===== src/design/pcstk_consts.vh =====
// constants for the program counter, return stack and status flag unit
// How it works
// - program counter is 15 bits; low byte readable/writable, high bits from latch
// - i_nrst and fault reset clear the whole program counter; i_por does not
// - writing the low byte also loads PC[14:8] from the high latch
// - immediate call: operand gives PC[10:0], latch bits 6..3 give PC[14:11]
// - call via W: low byte from W, high bits from the latch
// - branch by W: PC becomes PC+1 plus unsigned W
// - relative branch: PC becomes PC+1 plus signed operand, any page
// - dedicated 16 by 15-bit return stack outside memory spaces
// - push on calls and interrupt vector; pop on returns
// - pushes and pops never change the high latch
// - with fault reset off the stack wraps circularly
// - overflow and underflow flags set whatever the fault reset setting
// - with fault reset on, overflow or underflow resets the device
// - software reads/writes pointer and top-of-stack pair at pointer slot
// - stack pointer is five bits wide to detect faults
// - push increments then writes; pop reads then decrements
// - status writes to zero, digit carry, carry lose to that instruction's computed flags
// - writes to timeout and power-down flags are ignored
// - in subtraction carry and digit carry are inverted borrows
// - unimplemented locations read as zero
// - digit carry is carry out of bit 3, carry is carry out of bit 7
// - Z set when a result is zero, cleared otherwise
// - power-down flag set at power-up and watchdog clear, cleared by sleep
`ifndef PCSTK_CONSTS_VH
`define PCSTK_CONSTS_VH
`define PCSTK_ADDR_PC_LOW 12'h002
`define PCSTK_ADDR_STATUS 12'h003
`define PCSTK_ADDR_PC_LATCH 12'h00A
`define PCSTK_ADDR_STK_POINTER 12'hFED
`define PCSTK_ADDR_TOS_LOW 12'hFEE
`define PCSTK_ADDR_TOS_HIGH 12'hFEF
`define PCSTK_ST_C 0
`define PCSTK_ST_DIGIT_CARRY 1
`define PCSTK_ST_Z 2
`define PCSTK_ST_POWER_DOWN 3
`define PCSTK_ST_TIMEOUT 4
`define PCSTK_SP_RST 5'h1F
`define PCSTK_STATUS_RST 5'h18
`endif


===== src/design/pcstk_unit.v =====
// program counter, return stack and status flag unit
//
// Strobed register access and the register addresses were left to the implementer.
`include "pcstk_consts.vh"
module pcstk_unit #(
   parameter DEPTH_LOG2 = 4
) (
   // clock, reset, enable
   input wire i_core_clk,
   input wire i_nrst,
   input wire i_ce,
   // fault reset configuration
   input wire i_stack_fault_reset_enable,
   // instruction control
   input wire i_fetch,
   input wire i_call,
   input wire i_call_via_w,
   input wire i_branch_by_w,
   input wire i_branch_relative,
   input wire i_int_vector,
   input wire i_return,
   input wire [10:0] i_operand,
   input wire [8:0] i_rel_offset,
   input wire [7:0] i_working_register,
   // alu flag update
   input wire i_alu_valid,
   input wire i_alu_sub,
   input wire [7:0] i_alu_a,
   input wire [7:0] i_alu_b,
   input wire i_alu_logic,
   input wire [7:0] i_alu_logic_result,
   input wire i_alu_upd_z,
   input wire i_alu_upd_cdc,
   // device events
   input wire i_por,
   input wire i_clrwdt,
   input wire i_sleep,
   input wire i_wdt_timeout,
   // register port
   input wire [11:0] i_addr,
   input wire [7:0] i_wdata,
   input wire i_wr,
   input wire i_rd,
   // outputs
   output reg [14:0] o_pc,
   output reg [7:0] o_rdata,
   output reg [4:0] o_status,
   output reg o_stack_overflow_flag,
   output reg o_stack_underflow_flag,
   output reg o_fault_reset
);
   localparam DEPTH = 1 << DEPTH_LOG2;
   localparam [4:0] SP_TOP = DEPTH - 1;

   //------------------------------------------------------------
   // state
   //------------------------------------------------------------
   reg [14:0] stack_mem [0:DEPTH-1];
   reg [4:0] sp_ff;
   reg [6:0] pc_high_latch_ff;
   reg [14:0] nxt_pc;
   reg [4:0] nxt_sp;
   reg [4:0] nxt_status;
   reg push;
   reg pop;
   reg ovf;
   reg unf;
   reg [8:0] sum;
   reg [4:0] nib;
   reg [7:0] res;
   wire [14:0] pc_inc;
   wire [DEPTH_LOG2-1:0] sp_idx;
   wire [DEPTH_LOG2-1:0] push_idx;
   wire wr_pc_low;
   wire wr_status;

   assign pc_inc = o_pc + 15'h0001;
   assign sp_idx = sp_ff[DEPTH_LOG2-1:0];
   assign push_idx = nxt_sp[DEPTH_LOG2-1:0];
   assign wr_pc_low = i_wr && (i_addr == `PCSTK_ADDR_PC_LOW);
   assign wr_status = i_wr && (i_addr == `PCSTK_ADDR_STATUS);

   //------------------------------------------------------------
   // next program counter and stack pointer
   //------------------------------------------------------------
   always @* begin
      nxt_pc = o_pc;
      push = 1'b0;
      pop = 1'b0;
      if (i_call) begin
         nxt_pc = {pc_high_latch_ff[6:3], i_operand};
         push = 1'b1;
      end else if (i_call_via_w) begin
         nxt_pc = {pc_high_latch_ff, i_working_register};
         push = 1'b1;
      end else if (i_int_vector) begin
         nxt_pc = {11'h000, 4'h4};
         push = 1'b1;
      end else if (i_return) begin
         nxt_pc = stack_mem[sp_idx];
         pop = 1'b1;
      end else if (i_branch_by_w) begin
         nxt_pc = pc_inc + {7'h00, i_working_register};
      end else if (i_branch_relative) begin
         nxt_pc = pc_inc + {{6{i_rel_offset[8]}}, i_rel_offset};
      end else if (wr_pc_low) begin
         nxt_pc = {pc_high_latch_ff, i_wdata};
      end else if (i_fetch) begin
         nxt_pc = pc_inc;
      end
      nxt_sp = sp_ff;
      if (push) begin
         nxt_sp = sp_ff + 5'h01;
      end else if (pop) begin
         nxt_sp = sp_ff - 5'h01;
      end
      ovf = push && (sp_ff == SP_TOP);
      unf = pop && (sp_ff == `PCSTK_SP_RST);
   end

   //------------------------------------------------------------
   // status flags
   //------------------------------------------------------------
   always @* begin
      nxt_status = o_status;
      sum = 9'h000;
      nib = 5'h00;
      res = 8'h00;
      if (wr_status) begin
         nxt_status[2:0] = i_wdata[2:0];
      end
      if (i_alu_valid) begin
         if (i_alu_logic) begin
            res = i_alu_logic_result;
         end else if (i_alu_sub) begin
            sum = {1'b0, i_alu_a} + {1'b0, ~i_alu_b} + 9'h001;
            nib = {1'b0, i_alu_a[3:0]} + {1'b0, ~i_alu_b[3:0]} + 5'h01;
            res = sum[7:0];
         end else begin
            sum = {1'b0, i_alu_a} + {1'b0, i_alu_b};
            nib = {1'b0, i_alu_a[3:0]} + {1'b0, i_alu_b[3:0]};
            res = sum[7:0];
         end
         if (i_alu_upd_z) begin
            nxt_status[`PCSTK_ST_Z] = (res == 8'h00);
         end
         if (i_alu_upd_cdc) begin
            nxt_status[`PCSTK_ST_C] = sum[8];
            nxt_status[`PCSTK_ST_DIGIT_CARRY] = nib[4];
         end
      end
      if (i_sleep) begin
         nxt_status[`PCSTK_ST_POWER_DOWN] = 1'b0;
         nxt_status[`PCSTK_ST_TIMEOUT] = 1'b1;
      end
      if (i_clrwdt) begin
         nxt_status[`PCSTK_ST_POWER_DOWN] = 1'b1;
         nxt_status[`PCSTK_ST_TIMEOUT] = 1'b1;
      end
      if (i_wdt_timeout) begin
         nxt_status[`PCSTK_ST_TIMEOUT] = 1'b0;
      end
      if (i_por) begin
         nxt_status = `PCSTK_STATUS_RST;
      end
   end

   //------------------------------------------------------------
   // sequential state
   //------------------------------------------------------------
   always @(posedge i_core_clk or negedge i_nrst) begin
      if (!i_nrst) begin
         o_pc <= 15'h0000;
         sp_ff <= `PCSTK_SP_RST;
         pc_high_latch_ff <= 7'h00;
         o_status <= `PCSTK_STATUS_RST;
         o_stack_overflow_flag <= 1'b0;
         o_stack_underflow_flag <= 1'b0;
         o_fault_reset <= 1'b0;
         o_rdata <= 8'h00;
      end else if (i_ce) begin
         o_status <= nxt_status;
         o_fault_reset <= 1'b0;
         if ((ovf || unf) && i_stack_fault_reset_enable) begin
            o_pc <= 15'h0000;
            sp_ff <= `PCSTK_SP_RST;
            o_fault_reset <= 1'b1;
         end else begin
            o_pc <= nxt_pc;
            sp_ff <= nxt_sp;
         end
         if (ovf) begin
            o_stack_overflow_flag <= 1'b1;
         end
         if (unf) begin
            o_stack_underflow_flag <= 1'b1;
         end
         if (i_wr && i_addr == `PCSTK_ADDR_PC_LATCH) begin
            pc_high_latch_ff <= i_wdata[6:0];
         end
         if (i_wr && i_addr == `PCSTK_ADDR_STK_POINTER && !push && !pop) begin
            sp_ff <= i_wdata[4:0];
         end
         o_rdata <= 8'h00;
         if (i_rd) begin
            case (i_addr)
               `PCSTK_ADDR_PC_LOW: o_rdata <= o_pc[7:0];
               `PCSTK_ADDR_STATUS: o_rdata <= {3'h0, o_status};
               `PCSTK_ADDR_PC_LATCH: o_rdata <= {1'b0, pc_high_latch_ff};
               `PCSTK_ADDR_STK_POINTER: o_rdata <= {3'h0, sp_ff};
               `PCSTK_ADDR_TOS_LOW: o_rdata <= stack_mem[sp_idx][7:0];
               `PCSTK_ADDR_TOS_HIGH: o_rdata <= {1'b0, stack_mem[sp_idx][14:8]};
               default: o_rdata <= 8'h00;
            endcase
         end
      end
   end

   //------------------------------------------------------------
   // stack storage, no reset
   //------------------------------------------------------------
   always @(posedge i_core_clk) begin
      if (i_ce) begin
         if (push) begin
            stack_mem[push_idx] <= i_int_vector && !i_call && !i_call_via_w ? o_pc : pc_inc;
         end else if (i_wr && i_addr == `PCSTK_ADDR_TOS_LOW) begin
            stack_mem[sp_idx][7:0] <= i_wdata;
         end else if (i_wr && i_addr == `PCSTK_ADDR_TOS_HIGH) begin
            stack_mem[sp_idx][14:8] <= i_wdata[6:0];
         end
      end
   end
endmodule


===== config.mk =====
export PLATFORM = sky130hd
export DESIGN_NAME = pcstk_unit
export DESIGN_NICKNAME = d
export VERILOG_FILES = /design/src/design/pcstk_unit.v
export VERILOG_INCLUDE_DIRS = /design/src /design/src/design
export SDC_FILE = /design/constraint.sdc
export NUM_CORES = 1
export LEC_CHECK = 0
export BUFFER_PORTS_ARGS = -buffer_cell sky130_fd_sc_hd__buf_2
export CAP_MARGIN = 20
export CORE_AREA = 5 5 184 186
export CTS_CLUSTER_DIAMETER = 120
export DETAILED_ROUTE_END_ITERATION = 8
export DIE_AREA = 0 0 189 191
export PLACE_DENSITY = 0.64
export SLEW_MARGIN = 20
export SYNTH_ARGS = -nofsm -noshare
export SYNTH_HDL_FRONTEND = slang
export SYNTH_SLANG_ARGS = --single-unit

===== constraint.sdc =====
create_clock -name i_core_clk -period 7.35 [get_ports i_core_clk]
set_input_delay 0.735 -clock i_core_clk [delete_from_list [all_inputs] [get_ports i_core_clk]]
set_output_delay 0.735 -clock i_core_clk [all_outputs]
set_load 0.03 [all_outputs]

==> flow_summary.toml <==
[synth]
ys.flop_type = "edfxtp_1"
synthArstFlopShare = 0.1519
synth_top_family_by_area = "multiplexers"
ys_types = 79
synth_enable_flop_cells = 240
ys_seq_area_frac = 0.5503
synth_adder_area_share = 0.04268
synth_xor_area_frac = 0.02774
synthMuxAreaShare = 0.1361
synth_area_leader_cell = "edfxtp_1"
synth_nets = 1302
ys_seq_elements = 283
synth_compound_area_frac = 0.1158
yosysTopAreaCellShare = 0.4783
netlist_area_sq_um = 15070
netlist_instances = 1159
yosysWarnings = 0
synth_area_leaders = "edfxtp_1 48%, mux4_2 11%, dfrtp_1 6.0%"
synth-simple-area-share = 0.1014
syn_area_per_cell_sq_um = 13.00

[floorplanning]
die_height_microns = 191
start_util = 0.4690
io_pins = 125
core_sq_um = 32120
rows = 66
fp.dieW_microns = 189
die_area_sq_um = 36100

[route]
vias = 10740
wl_microns = 42510
vias_per_cell = 6.377
drt_iter0_drc = 1070
post_drt_wl_per_cell_microns = 25.24
drc = 0
antenna_left = 0
drt_first_pass_iters = 5

[grt]
grt_use_total = 0.2314
antenna_found_initial = 0
grt_max_degree = 44
grt_pass1_wl_microns = 64470
grt_pass1_vias = 10340
grt_overflow = 0

[pwr]
p_comb_frac = 0.295
p_switching_mw = 1.679
peakVddDrop_v = 0.0001775
seqPwrFrac = 0.415
p_leak_nw = 6.233
p_int_mw = 3.463
clockPowerShare = 0.289
switching_share = 0.3265
powerDensity_nw_per_um2 = 302.4
p_total_mw = 5.143

[final_layout]
finalNonFillerCells = 1684
layout-drive-gt1-share = 0.2343
postLayoutCellArea_sq_um = 17000
regArea_sq_um = 8295
fillers = 2682
multi_input_area_sq_um = 6416
fin_nets = 1399
antenna_cells = 0
final_core_utilization = 0.5293
syn2layout_area_growth_pct = 12.85

[clock_tree]
postCtsHoldBufs = 0
cts_setup_buffers = 0
cts-resized-gates = 0
clk_latency_ns = 0.54
clk_pin_slew_ns = 0.07
root_buffer = "clkbuf_16"
cts_tree = "built"
numCtsBuffers = 27
clk_path_buf_depth = 3
h-tree-depth = 1
numClockSinks = 283

[critical_path]
worstPathArrival_ns = 4.36
required_ns = 7.50
path_max_fanout = 36
crit_path_end_kind = "register"
start_kind = "register"
worstSetupPathType = "reg -> reg"

[sta]
period_share = 0.5726
finalSetupViolCount = 0
skew_ns = 0.02504
fin_crit_ns = 4.209
drv_slew = 0
achievable-frequency_ghz = 0.2376
tightest_slew_ns = 0.9808
slew_headroom = 0.3411
fin_tns_setup_ns = 0
layout_setup_ws_ns = 3.141
rsz0062_at_grt = "false"
hold_violations = 0
hold_ws_ns = 0.1970

[placed_design]
dp_hpwl_microns = 30610
place_congestion = 0.9926
pre_cts_ws_ns = 3.188
port_buffers = 124
place_inst = 1635
dpl_cell_area_sq_um = 16050

[outcome]
status = "finished, final reports clean"

[job]
maxCapViolations = 0

[min_path]
min_path_type = "in -> async"
[metal layers]
layer | vias up | track usage | share of wire
met4 | 0 | 0.08744 | 0.041
met2 | 556 | 0.3737 | 0.47
met3 | 105 | 0.03616 | 0.082
met1 | 5343 | 0.3194 | 0.41
li1 | 4735 | - | -
met5 | - | 0 | 0
[final cells by class]
cell class	count	area share
clock inverter	22	0.01648
clock buffer	27	0.03974
inverter	32	0.007064
tap	408	0.03002
multi-input combinational	777	0.3773
timing repair buffer	135	0.04150
sequential	283	0.4879
[synth_stat cells (16+ instances only)]
cell type / number
nor2_1: 97
inv_1: 29
clkbuf_1: 48
mux4_2: 75
dfrtp_1: 36
nand3_1: 36
nor3_1: 16
xnor2_1: 25
edfxtp_1: 240
nand2_1: 71
mux2i_1: 17
nand2b_1: 17
mux2_2: 17
xor2_1: 20
ha_1: 45
o21ai_0: 51
a21oi_1: 74
[critical path: stages (launching register included)]
cell and delay [ns]:
dfstp_2 1.09, buf_4 0.58, inv_1 0.14, ha_1 0.22
and3_1 0.16, a21oi_1 0.21, nor2_1 0.13, xnor2_1 0.26
nand2_1 0.26, nor2_1 0.72
[final timing paths]
path,startpoint,end,slack [ns],cells after the start
max reg2reg,sp_ff[1],stack_mem[12][7],3.14,9
max in group asynchronous,i_nrst,o_stack_overflow_flag,6.69,1
min,i_nrst,o_pc[0],0.20,1
min reg2reg,o_rdata[6],o_rdata[6],0.49,1
max,sp_ff[1],stack_mem[12][7],3.14,9
min in group i_core_clk,i_sleep,o_status[3],0.46,4
[flip-flops by register name, indices dropped and copies added, names as in the netlist, 5 cells and up]
name / count
o_status: 5
sp_ff: 5
pc_high_latch_ff: 7
o_rdata: 8
stack_mem: 240
o_pc: 15
[layout by cell type (no fill, tap or decap), types with 9 or more instances in the layout]
| cell type | synthesis | routed |
|---|---|---|
| nor3_1 | 16 | 16 |
| xnor2_1 | 25 | 25 |
| nand4_1 | 10 | 10 |
| mux4_2 | 75 | 75 |
| a21oi_1 | 74 | 68 |
| ha_1 | 45 | 45 |
| mux2i_1 | 17 | 17 |
| nor2_1 | 97 | 96 |
| dfrtp_1 | 36 | 36 |
| inv_1 | 29 | 29 |
| nand2b_1 | 17 | 17 |
| buf_4 | 0 | 12 |
| edfxtp_1 | 240 | 240 |
| clkbuf_16 | 0 | 27 |
| mux2_2 | 17 | 17 |
| buf_2 | 8 | 123 |
| a22oi_1 | 14 | 14 |
| nand2_1 | 71 | 71 |
| o21ai_0 | 51 | 51 |
| nand3_1 | 36 | 36 |
| a211oi_1 | 11 | 11 |
| xor2_1 | 20 | 20 |
| o211ai_1 | 9 | 9 |
[power groups by stage]
stage | registers [mW] | clock network, mW | logic, mW
4_1_cts | 2.13 | 1.51 | 1.50
3_5_place_dp | 2.17 | 0 | 1.50
3_3_place_gp | 2.16 | 0 | 1.49
6_report | 2.14 | 1.49 | 1.52
2_1_floorplan | 2.07 | 0 | 1.05
5_1_grt | 2.15 | 1.58 | 1.61
[kinds of logic (layout without fill, tap and decap cells)]
group | Yosys count | after routing
DFF | 283 | 283
adders and majority gates | 49 | 49
buffers and inverters | 99 | 216
and+or+nand+nor | 310 | 310
AOI/OAI and AO/OA | 263 | 263
xor gates and xnor gates | 46 | 46
muxes | 109 | 109
Power figures use the tool's default switching activity.
